File: src/design/adcsc_pkg.sv
// constants and types for the converter status and control register block
//------------------------------------------------------------------------------
// How it works
// - ready flag bit 31 set only when band gap and reference both ready
// - ready flag reads zero whenever converter enable is clear
// - fault flag bit 30 set on reference fault while enabled
// - fault flag cleared by hardware when disabled and band gap and reference both ready
// - scan done flag bit 29 set when all selected scan inputs finish
// - reading the top byte of control two clears the scan done flag
// - capacitor select bits 28-26 give code times 2.5 pF divider capacitance
// - sample time bits 25-16 give value plus two shared clock periods
// - shared conversion clock derived from divider bits 6:0
// - ready interrupt enable bit 15 gates interrupt on ready flag rising
// - result port is read-only 32 bits, zero after reset
// - alternate input results still land in the primary input data register
//------------------------------------------------------------------------------
package adcsc_pkg;

  // ---------------------------------------------------------------------------
  // register byte offsets (low 16 bits of the address)
  // ---------------------------------------------------------------------------
  localparam logic [15:0] OFF_EARLY_IRQ_EN_HI = 16'hb0f4;
  localparam logic [15:0] OFF_EARLY_RDY_LO    = 16'hb0f8;
  localparam logic [15:0] OFF_EARLY_RDY_HI    = 16'hb0fc;
  localparam logic [15:0] OFF_ANALOG_WAKE     = 16'hb100;
  localparam logic [15:0] OFF_CORE0_CAL       = 16'hb180;
  localparam logic [15:0] OFF_CORE1_CAL       = 16'hb184;
  localparam logic [15:0] OFF_CTRL_TWO        = 16'hb200;
  localparam logic [15:0] OFF_RESULT_FIFO     = 16'hb0bc;
  localparam logic [15:0] OFF_CTRL_ONE        = 16'hb204;

  // ---------------------------------------------------------------------------
  // field positions
  // ---------------------------------------------------------------------------
  localparam int BIT_REF_READY       = 31;
  localparam int BIT_REF_FAULT       = 30;
  localparam int BIT_SCAN_DONE       = 29;
  localparam int BIT_READY_IEN       = 15;
  localparam int BIT_FAULT_IEN       = 14;
  localparam int BIT_SCAN_IEN        = 13;
  localparam int BIT_CONV_ENABLE     = 15;
  localparam int LSB_CAP_SEL         = 26;
  localparam int LSB_SAMPLE_TIME     = 16;
  localparam int LSB_DIVIDER         = 0;
  localparam int EARLY_HI_BITS       = 13;
  localparam int WAKE_CNT_LSB        = 24;
  localparam int WAKE_ENABLE_LSB     = 16;
  localparam int WAKE_READY_LSB      = 8;

  // writable masks and reset values
  localparam logic [31:0] MASK_CTRL_TWO    = 32'h1fffefff & ~32'h00000080;
  localparam logic [31:0] MASK_ANALOG_WAKE = 32'h0f9f009f;
  localparam logic [31:0] MASK_CTRL_ONE    = 32'h00008000;
  localparam logic [31:0] RST_ZERO         = 32'h00000000;
  localparam logic [6:0]  SAMPLE_BASE      = 7'h02;
  localparam logic [9:0]  SAMPLE_EXTRA     = 10'h002;

  // ---------------------------------------------------------------------------
  // carriers to and from the analog side
  // ---------------------------------------------------------------------------
  typedef struct packed {
    logic [2:0] capSelect;
    logic [9:0] sampleTime;
    logic [6:0] clockDivider;
  } adcsc_shared_cfg_t;

  typedef struct packed {
    logic bandGapReady;
    logic refReady;
    logic refFault;
    logic scanDone;
  } adcsc_analog_stat_t;

endpackage : adcsc_pkg

File: src/design/adcsc_regs.sv
// register block for converter status, control two, calibration and result port
//
// The APB slave port was decided locally.
`timescale 1ns/100ps
module adcsc_regs (
  input  wire logic                          ref_clk,
  input  wire logic                          rst,
  input  wire logic                          psel,
  input  wire logic                          penable,
  input  wire logic                          pwrite,
  input  wire logic [15:0]                   paddr,
  input  wire logic [31:0]                   pwdata,
  output logic      [31:0]                   prdata,
  output logic                               pready,
  output logic                               pslverr,
  input  wire adcsc_pkg::adcsc_analog_stat_t analogStat,
  input  wire logic [44:0]                   earlyReadyIn,
  input  wire logic [7:0]                    wakeReadyIn,
  input  wire logic                          resultValid,
  input  wire logic [31:0]                   resultData,
  output logic                               resultPop,
  output adcsc_pkg::adcsc_shared_cfg_t       sharedCfg,
  output logic                               sharedClockTick,
  output logic                               converterEnable,
  output logic                               irqOut,
  output logic [31:0]                        core0Cal,
  output logic [31:0]                        core1Cal,
  output logic [44:32]                       earlyIrqEnableHigh,
  output logic [31:0]                        analogWake
);

  // ---------------------------------------------------------------------------
  // input synchronisers (analog status comes from another domain)
  // ---------------------------------------------------------------------------
  logic [3:0]  statMeta_q, statSync_q;
  logic [44:0] earlyMeta_q, earlySync_q;
  logic [7:0]  wakeMeta_q, wakeSync_q;

  always_ff @(posedge ref_clk or posedge rst)
    if (rst)
    begin
      statMeta_q  <= '0;
      statSync_q  <= '0;
      earlyMeta_q <= '0;
      earlySync_q <= '0;
      wakeMeta_q  <= '0;
      wakeSync_q  <= '0;
    end
    else
    begin
      statMeta_q  <= analogStat;
      statSync_q  <= statMeta_q;
      earlyMeta_q <= earlyReadyIn;
      earlySync_q <= earlyMeta_q;
      wakeMeta_q  <= wakeReadyIn;
      wakeSync_q  <= wakeMeta_q;
    end

  logic bandGapOk, refOk, faultEvt, scanEvt;
  assign bandGapOk = statSync_q[3];
  assign refOk     = statSync_q[2];
  assign faultEvt  = statSync_q[1];
  assign scanEvt   = statSync_q[0];

  // ---------------------------------------------------------------------------
  // bus decode
  // ---------------------------------------------------------------------------
  logic access, wrEn, rdEn;
  assign access = psel & penable;
  // writes land only at the edge where the answer is sampled
  assign wrEn   = access & pwrite & pready;
  assign rdEn   = access & ~pwrite;

  logic hitEarlyHi, hitEarlyLo, hitEarlyRdyHi, hitWake, hitCal0, hitCal1;
  logic hitCtrl2, hitFifo, hitCtrl1, hitAny;
  assign hitEarlyHi    = paddr == adcsc_pkg::OFF_EARLY_IRQ_EN_HI;
  assign hitEarlyLo    = paddr == adcsc_pkg::OFF_EARLY_RDY_LO;
  assign hitEarlyRdyHi = paddr == adcsc_pkg::OFF_EARLY_RDY_HI;
  assign hitWake       = paddr == adcsc_pkg::OFF_ANALOG_WAKE;
  assign hitCal0       = paddr == adcsc_pkg::OFF_CORE0_CAL;
  assign hitCal1       = paddr == adcsc_pkg::OFF_CORE1_CAL;
  assign hitCtrl2      = paddr == adcsc_pkg::OFF_CTRL_TWO;
  assign hitFifo       = paddr == adcsc_pkg::OFF_RESULT_FIFO;
  assign hitCtrl1      = paddr == adcsc_pkg::OFF_CTRL_ONE;
  assign hitAny = hitEarlyHi | hitEarlyLo | hitEarlyRdyHi | hitWake | hitCal0 | hitCal1
                | hitCtrl2 | hitFifo | hitCtrl1;

  // ---------------------------------------------------------------------------
  // software-written registers
  // ---------------------------------------------------------------------------
  logic [31:0] ctrl2_q, ctrl1_q, cal0_q, cal1_q, wake_q;
  logic [12:0] earlyEn_q;

  always_ff @(posedge ref_clk or posedge rst)
    if (rst)
      ctrl2_q <= adcsc_pkg::RST_ZERO;
    else if (wrEn && hitCtrl2)
      ctrl2_q <= pwdata & adcsc_pkg::MASK_CTRL_TWO;

  always_ff @(posedge ref_clk or posedge rst)
    if (rst)
      ctrl1_q <= adcsc_pkg::RST_ZERO;
    else if (wrEn && hitCtrl1)
      ctrl1_q <= pwdata & adcsc_pkg::MASK_CTRL_ONE;

  // calibration words are plain storage; software fills them before enabling
  always_ff @(posedge ref_clk or posedge rst)
    if (rst)
    begin
      cal0_q <= adcsc_pkg::RST_ZERO;
      cal1_q <= adcsc_pkg::RST_ZERO;
    end
    else
    begin
      if (wrEn && hitCal0)
        cal0_q <= pwdata;
      if (wrEn && hitCal1)
        cal1_q <= pwdata;
    end

  always_ff @(posedge ref_clk or posedge rst)
    if (rst)
      earlyEn_q <= '0;
    else if (wrEn && hitEarlyHi)
      earlyEn_q <= pwdata[adcsc_pkg::EARLY_HI_BITS-1:0];

  always_ff @(posedge ref_clk or posedge rst)
    if (rst)
      wake_q <= adcsc_pkg::RST_ZERO;
    else if (wrEn && hitWake)
      wake_q <= pwdata & adcsc_pkg::MASK_ANALOG_WAKE;

  logic convOn;
  assign convOn = ctrl1_q[adcsc_pkg::BIT_CONV_ENABLE];

  // ---------------------------------------------------------------------------
  // hardware status flags
  // ---------------------------------------------------------------------------
  logic readyFlag_q, faultFlag_q, scanFlag_q, readyPrev_q;
  logic readTop;
  assign readTop = rdEn && hitCtrl2 && pready;

  // ready only with both references good, forced low while disabled
  always_ff @(posedge ref_clk or posedge rst)
    if (rst)
      readyFlag_q <= 1'b0;
    else
      readyFlag_q <= convOn & bandGapOk & refOk;

  always_ff @(posedge ref_clk or posedge rst)
    if (rst)
      faultFlag_q <= 1'b0;
    else if (convOn && faultEvt)
      faultFlag_q <= 1'b1;
    else if (!convOn && bandGapOk && refOk)
      faultFlag_q <= 1'b0;

  // set wins over the read-clear in the same cycle
  always_ff @(posedge ref_clk or posedge rst)
    if (rst)
      scanFlag_q <= 1'b0;
    else if (scanEvt)
      scanFlag_q <= 1'b1;
    else if (readTop)
      scanFlag_q <= 1'b0;

  always_ff @(posedge ref_clk or posedge rst)
    if (rst)
      readyPrev_q <= 1'b0;
    else
      readyPrev_q <= readyFlag_q;

  // ---------------------------------------------------------------------------
  // interrupt output
  // ---------------------------------------------------------------------------
  logic scanPrev_q, faultPrev_q;
  always_ff @(posedge ref_clk or posedge rst)
    if (rst)
    begin
      scanPrev_q  <= 1'b0;
      faultPrev_q <= 1'b0;
    end
    else
    begin
      scanPrev_q  <= scanFlag_q;
      faultPrev_q <= faultFlag_q;
    end

  // one-cycle pulse on each enabled flag rise
  always_ff @(posedge ref_clk or posedge rst)
    if (rst)
      irqOut <= 1'b0;
    else
      irqOut <= (ctrl2_q[adcsc_pkg::BIT_READY_IEN] & readyFlag_q & ~readyPrev_q)
              | (ctrl2_q[adcsc_pkg::BIT_FAULT_IEN] & faultFlag_q & ~faultPrev_q)
              | (ctrl2_q[adcsc_pkg::BIT_SCAN_IEN] & scanFlag_q & ~scanPrev_q);

  // ---------------------------------------------------------------------------
  // shared converter clock divider
  // ---------------------------------------------------------------------------
  logic [6:0] divCnt_q;
  logic [7:0] divTarget;
  // zero divider code ticks every cycle; each code step grows the period by one
  assign divTarget = {ctrl2_q[adcsc_pkg::LSB_DIVIDER +: 7], 1'b0} + 8'h01;

  always_ff @(posedge ref_clk or posedge rst)
    if (rst)
      divCnt_q <= '0;
    else if ({1'b0, divCnt_q} >= divTarget[7:1] || !convOn)
      divCnt_q <= '0;
    else
      divCnt_q <= divCnt_q + 7'h01;

  always_ff @(posedge ref_clk or posedge rst)
    if (rst)
      sharedClockTick <= 1'b0;
    else
      sharedClockTick <= convOn && ({1'b0, divCnt_q} >= divTarget[7:1]);

  // sample time and cap select pass to the analog side as coded; the core adds
  // two clock periods to the sample count
  always_ff @(posedge ref_clk or posedge rst)
    if (rst)
      sharedCfg <= '0;
    else
    begin
      sharedCfg.capSelect    <= ctrl2_q[adcsc_pkg::LSB_CAP_SEL +: 3];
      sharedCfg.sampleTime   <= ctrl2_q[adcsc_pkg::LSB_SAMPLE_TIME +: 10];
      sharedCfg.clockDivider <= ctrl2_q[adcsc_pkg::LSB_DIVIDER +: 7];
    end

  always_ff @(posedge ref_clk or posedge rst)
    if (rst)
    begin
      converterEnable    <= 1'b0;
      core0Cal           <= '0;
      core1Cal           <= '0;
      earlyIrqEnableHigh <= '0;
      analogWake         <= '0;
    end
    else
    begin
      converterEnable    <= convOn;
      core0Cal           <= cal0_q;
      core1Cal           <= cal1_q;
      earlyIrqEnableHigh <= earlyEn_q;
      analogWake         <= wake_q;
    end

  // ---------------------------------------------------------------------------
  // result port: holds last word delivered with resultValid in a cycle without resultPop; zero after reset
  // ---------------------------------------------------------------------------
  logic [31:0] result_q;
  // alternate-input results arrive on the primary channel's stream unchanged
  always_ff @(posedge ref_clk or posedge rst)
    if (rst)
      result_q <= adcsc_pkg::RST_ZERO;
    else if (resultValid && !resultPop)
      result_q <= resultData;

  always_ff @(posedge ref_clk or posedge rst)
    if (rst)
      resultPop <= 1'b0;
    else
      resultPop <= rdEn && hitFifo && !pready;

  // ---------------------------------------------------------------------------
  // read mux and answer, one wait state
  // ---------------------------------------------------------------------------
  logic [31:0] rdMux;
  always_comb
  begin
    rdMux = '0;
    if (hitCtrl2)
      rdMux = {readyFlag_q, faultFlag_q, scanFlag_q, ctrl2_q[28:0]};
    else if (hitCtrl1)
      rdMux = ctrl1_q;
    else if (hitCal0)
      rdMux = cal0_q;
    else if (hitCal1)
      rdMux = cal1_q;
    else if (hitEarlyHi)
      rdMux = {19'h00000, earlyEn_q};
    else if (hitEarlyLo)
      rdMux = earlySync_q[31:0];
    else if (hitEarlyRdyHi)
      rdMux = {19'h00000, earlySync_q[44:32]};
    else if (hitWake)
      rdMux = {wake_q[31:16], wakeSync_q & 8'h9f, wake_q[7:0]};
    else if (hitFifo)
      rdMux = result_q;
  end

  always_ff @(posedge ref_clk or posedge rst)
    if (rst)
    begin
      prdata  <= '0;
      pready  <= 1'b0;
      pslverr <= 1'b0;
    end
    else
    begin
      pready  <= access && !pready;
      pslverr <= access && !pready && !hitAny;
      prdata  <= (rdEn && !pready) ? rdMux : 32'h00000000;
    end

endmodule // adcsc_regs

File: config.mk
export PLATFORM = sky130hd
export DESIGN_NAME = adcsc_regs
export DESIGN_NICKNAME = d
export VERILOG_FILES = /design/src/design/adcsc_pkg.sv /design/src/design/adcsc_regs.sv
export SDC_FILE = /design/constraint.sdc
export NUM_CORES = 1
export LEC_CHECK = 0
export BUFFER_PORTS_ARGS = -buffer_cell sky130_fd_sc_hd__buf_2
export CORE_ASPECT_RATIO = 0.5
export CORE_UTILIZATION = 61
export CTS_BUF_LIST = sky130_fd_sc_hd__clkbuf_4
export DETAILED_ROUTE_END_ITERATION = 8
export PLACE_DENSITY = 0.91
export SYNTH_ARGS = -nofsm -noshare
export SYNTH_HDL_FRONTEND = slang
export SYNTH_SLANG_ARGS = --single-unit
File: constraint.sdc
create_clock -name ref_clk -period 22.7 [get_ports ref_clk]
set_clock_uncertainty 0.05 [all_clocks]
set_input_delay 4.54 -clock ref_clk [delete_from_list [all_inputs] [get_ports ref_clk]]
set_output_delay 4.54 -clock ref_clk [all_outputs]
set_load 0.05 [all_outputs]
# After elaboration in Yosys (flattened, before gate mapping)
# Cells that the tools add are included.
# W data, S select, Z words.
dict set report totals {
  output_inout_bits 167
  inputBits 143
  word_cells 112
  ff_bits 431
}
dict set report op_classes {
  muxes 15
  n_lt_le_gt_ge 1
  n_bitwise 26
  addsub 2
  n_eq_ne 9
  n_reduce_logical 25
}
# operator n
set ops {}
lappend ops {{$mux W32} 10}
lappend ops {{$eq A16 B16 Y1 const B} 9}
lappend ops {{$logic_and A1 B1 Y1} 18}
lappend ops {{$and A1 B1 Y1} 12}
lappend ops {{$or A1 B1 Y1} 10}
lappend ops {{$add A8 B1 Y8 const B} 1}
lappend ops {{$add A7 B1 Y7 const B} 1}
lappend ops {{$ge A7 B7 Y1} 1}
lappend ops {{$mux W7} 1}
lappend ops {{$logic_not A1 Y1} 4}
lappend ops {{$mux W1} 4}
lappend ops {{$not A1 Y1} 4}
lappend ops {{$reduce_bool A2 Y1} 2}
lappend ops {{$logic_or A1 B1 Y1} 1}

# Depth between registers and ports, before layout
dict set report depth {
  ltp_word 11
  ltp_mapped 10
  mapped_depth_nobuf 8
}

# Least setup slack after synthesis
# No wires, ideal clock.
dict set report synth_timing {
  path_type {input-to-reg}
  from {input port paddr[5]}
  to {register wake_q[0]}
  path_buffers 3
  path_slack_ns 16.185
  stages 8
  t_required_ns 22.525
  arrival_ns 6.340
  setup_time_ns 0.125
  cell_sequence {or4b_1 -> buf_2 -> nor4_4 -> and2_1 -> buf_4 -> nand2_4 -> buf_6 -> mux2_4}
}
dict set report synth_via {
  elab_chain_len 2
}
# element line
set synth_rtl {}
lappend synth_rtl {{from (decl)} adcsc_regs.sv:11} ;# input wire logic [15:0] paddr,
lappend synth_rtl {{$eq A16 B16 Y1} adcsc_regs.sv:79} ;# assign hitWake = paddr == adcsc_pkg::OFF_ANALOG_WAKE;
lappend synth_rtl {{$logic_and A1 B1 Y1} adcsc_regs.sv:130} ;# else if (wrEn && hitWake)
lappend synth_rtl {{to (signal assigned)} adcsc_regs.sv:129} ;# wake_q <= adcsc_pkg::RST_ZERO;
lappend synth_rtl {{to (signal assigned)} adcsc_regs.sv:131} ;# wake_q <= pwdata & adcsc_pkg::MASK_ANALOG_WAKE;
lappend synth_rtl {{to (decl)} adcsc_regs.sv:91} ;# logic [31:0] ctrl2_q, ctrl1_q, cal0_q, cal1_q, wake_q;
# No other way between the ends.
# A chain may end at the register's enable or synchronous reset.

# Worst setup path after layout
dict set report layout_timing {
  from {input port paddr[2]}
  to {register prdata[19]}
}
dict set report layout_via {
  elab_chain_len 11
  elab_cells_between_ends 19
  classes_between {eq/ne: 9; mux: 10}
}
# element line
set layout_rtl {}
lappend layout_rtl {{$eq A16 B16 Y1} adcsc_regs.sv:83} ;# assign hitFifo = paddr == adcsc_pkg::OFF_RESULT_FIFO;
lappend layout_rtl {{$mux W32} adcsc_regs.sv:290} ;# else if (hitFifo)
lappend layout_rtl {{$mux W32} adcsc_regs.sv:288} ;# else if (hitWake)
lappend layout_rtl {{$mux W32} adcsc_regs.sv:286} ;# else if (hitEarlyRdyHi)
lappend layout_rtl {{$mux W32} adcsc_regs.sv:284} ;# else if (hitEarlyLo)
lappend layout_rtl {{$mux W32} adcsc_regs.sv:282} ;# else if (hitEarlyHi)
lappend layout_rtl {{$mux W32} adcsc_regs.sv:280} ;# else if (hitCal1)
lappend layout_rtl {{$mux W32} adcsc_regs.sv:278} ;# else if (hitCal0)
lappend layout_rtl {{$mux W32} adcsc_regs.sv:276} ;# else if (hitCtrl1)
lappend layout_rtl {{$mux W32 (*)} adcsc_regs.sv:274} ;# if (hitCtrl2)
lappend layout_rtl {{$mux W32 (*)} adcsc_regs.sv:305} ;# prdata <= (rdEn && !pready) ? rdMux : 32'h00000000;
lappend layout_rtl {{to (signal assigned)} adcsc_regs.sv:305}
lappend layout_rtl {{to (decl)} adcsc_regs.sv:13} ;# output logic [31:0] prdata,
# Mark *: on every way between the ends. The rest lies on a longest branch, timed or not.

==> results.txt <==
dominant synthesized flop cell: dfrtp_1
CP Class: primary input to flip-flop
postcts setup bufs: 0
total negative slack: 0 ns
vias in the first global route: 10.7k
Final Cycle Share: 32.5%
I/O pins: 310
post-synthesis cell type count: 61
Peak Freq: 0.136 GHz
post-route ant nets: 0
Synth area leaders: dfrtp_1 71%, mux2_2 10%, nand3_1 1.5%
Vias/cell: 5.78
mux cell area share after synthesis: 11.4%
Core Box Area: 0.0241 mm2
die height: 113 um
Final Slew Violations: 0
first-pass GRT wire length: 58.9 mm
worst slew pin tran: 1.21 ns
WL/cell: 21.8 um
Internal Power: 1070 uW
post-synthesis async set-or-reset flop share: 100%
max_slew headroom: 18.3%
number of CTS-inserted buffers: 89
GRT Overall Usage: 31.2%
Req. time, crit path: 23.31 ns
Clk pwr share: 40.4%
Setup crit end kind: flip-flop
Pwr Density: 78.3 mW/mm2
cell taking the most area after synthesis: dfrtp_1
crit-path cells: buf_2 > and4bb_2 > nor2b_1 > and2_1 > buf_4 > o2bb2ai_1 > o221ai_1 > a21oi_1
total grt overflow: 0
CTS tree: yes
sequential element share of the synthesized area: 70.9%
Residual DRC: 0
largest net degree at the start of global routing: 133
final hold vios: 0
clock sinks: 427
status: finished, final reports clean
crit path time final: 7.38 ns
Flop pwr share: 55.7%
Starting Density: 62.5%
Final Setup Violations: 0
Post-synth EDFFs: 0
startpoint types: primary input
die area: 0.0254 mm2
leak pwr: 0.00931 uW
final instance area: 0.0179 mm2
DR vias: 10.2k
later-pin clock latency in the skew report: 0.78 ns
H-tree depth: 3
Slowest-stage cell, CP: buf_2
Synth Area in Adders: 0.664%
Fillers: 1541
VDD IR-drop max: 0.0000595 V
Post-Syn Area: 0.0151 mm2
1st-iter DRT viols: 815
Syn. warnings: 0
die width: 224 um
Max Cap Violations: 0
post-cts resize count: 0
Worst-path clk slew: 0.09 ns
area fraction of the dominant cell type after synthesis: 70.9%
layout net count: 1515
routed wire length: 38.6 mm
share of cells above drive strength 1: 42.3%
std cell rows: 40
Mapped Cells: 1022
largest family of logic cells by synthesized area: multiplexers
HPWL after detailed placement: 25.0 mm
Hold/Removal Path Class: flip-flop to flip-flop
clock buffer depth: 3
Initial DRT Pass Iterations: 7
hold_buf cts: 0
initial antenna violation count: 6
Area Overhead vs Synth: 19.0%
Synth Area in Simple Gates: 7.38%
Reg2Reg Setup Slack: 19.87 ns
placed cell areas: 0.0168 mm2
crit path DAT: 7.98 ns
Mapped Avg Cell Area: 14.8 um2
crit-path max FO: 40
Routability Congestion: 0.932
RSZ-0062 raised after global routing: false
I/O Buffers: 291
Max stage delay on crit path: 0.68 ns
Sw Ratio: 23.7%
xor and xnor area share after synthesis: 0.290%
Gate power share: 4.0%
synthesis-stage register bit count: 427
switching pwr: 333 uW
Root Buffer: clkbuf_4
Compound-Gate Fraction of Synth Area: 6.93%
-- per-stage QoR --
| step | util [%] | std cells | total power [uW] | hold WS (ns) | setup slack [ns] |
|---|---|---|---|---|---|
| global route | 74.4 | 1766 | 1460 | 0.302 | 15.17 |
| CTS | 74.3 | 1758 | 1410 | 0.289 | 15.51 |
| detailed placement | 69.7 | 1609 | 853 | 0.285 | 14.69 |
| floorplan | - | 1037 | 829 | 0.281 | 6.22 |
| global placement | 69.7 | 1609 | 850 | 0.283 | 14.75 |
| finish | 74.4 | 1767 | 1410 | 0.293 | 15.32 |
-- Yosys cell counts (12+ instances only) --
library cell	number
a22o_1	12
nor2_1	31
buf_2	12
buf_4	17
nand4_1	12
nor2b_1	18
nand2b_1	13
nand3_1	44
clkbuf_1	28
dfrtp_1	427
nand2_1	55
o21ai_0	43
a21oi_1	20
mux2_2	135
-- cell usage in the layout, fill, tap and decap left out, types with 20 or more instances in the layout --
master / count
a21oi_1: 20
buf_2: 291
clkbuf_4: 127
dfrtp_1: 427
mux2_2: 135
nand2_1: 54
nand3_1: 44
nor2_1: 29
o21ai_0: 43
-- worst paths after layout --
kind	from	endpoint	cells past startpoint
max	paddr[2]	prdata[19]	8
min	earlyMeta_q[1]	earlySync_q[1]	0
max reg2reg	pready	prdata[2]	4
min reg2reg	earlyMeta_q[1]	earlySync_q[1]	0
max in group asynchronous	rst	sharedCfg[12]	3
min in group asynchronous	rst	earlyMeta_q[3]	2
-- metal layers --
| layer | GRT usage [%] | vias up | wire length [um] |
|---|---|---|---|
| li1 | - | 4341 | - |
| met1 | 39.0 | 5248 | 15000 |
| met2 | 50.8 | 491 | 19000 |
| met3 | 7.58 | 129 | 2790 |
| met4 | 17.8 | 2 | 1670 |
| met5 | 0 | - | 11 |
-- power groups by stage --
stage,Sequential (uW),Combinational (uW),Clock (uW)
CTS,782,56.3,576
floorplan,796,33.0,0
finish,782,55.8,568
global placement,796,54.1,0
global route,784,61.6,616
detailed placement,797,56.1,0
-- kinds of logic after synthesis --
logic type / after synthesis
adder cells (fa/ha/maj): 8
flip-flops: 427
multiplexers: 149
XOR/XNOR: 5
other: 1
buffers and inverters: 75
AND/OR/NAND/NOR: 211
AO/OA/AOI/OAI: 146
-- registers in the layout (all words and copies together), names as in the netlist, 16 cells and up --
| signal | count |
|---|---|
| analogWake | 16 |
| cal0_q | 32 |
| cal1_q | 32 |
| core0Cal | 32 |
| core1Cal | 32 |
| ctrl2_q | 27 |
| earlyMeta_q | 45 |
| earlySync_q | 45 |
| prdata | 32 |
| result_q | 32 |
| sharedCfg | 20 |
| wake_q | 16 |
-- layout make-up --
| cell class | count | area, um2 | share of cell area [%] |
|---|---|---|---|
| Sequential cell | 427 | 10700 | 59.5 |
| Multi-Input combinational cell | 535 | 4130 | 23.0 |
| Timing Repair Buffer | 302 | 1540 | 8.58 |
| Clock buffer | 127 | 953 | 5.31 |
| Tap cell | 336 | 420 | 2.34 |
| Clock inverter | 22 | 154 | 0.858 |
| Inverter | 9 | 41.3 | 0.230 |
| Antenna cell | 9 | 22.5 | 0.125 |
-- worst max-delay path, delay by kind of cell --
kind | cells | cell delay (ns)
compound gates | 3 | 0.53
buf+inv | 2 | 1.04
simple gates | 3 | 1.84
Power figures use the tool's default switching activity.
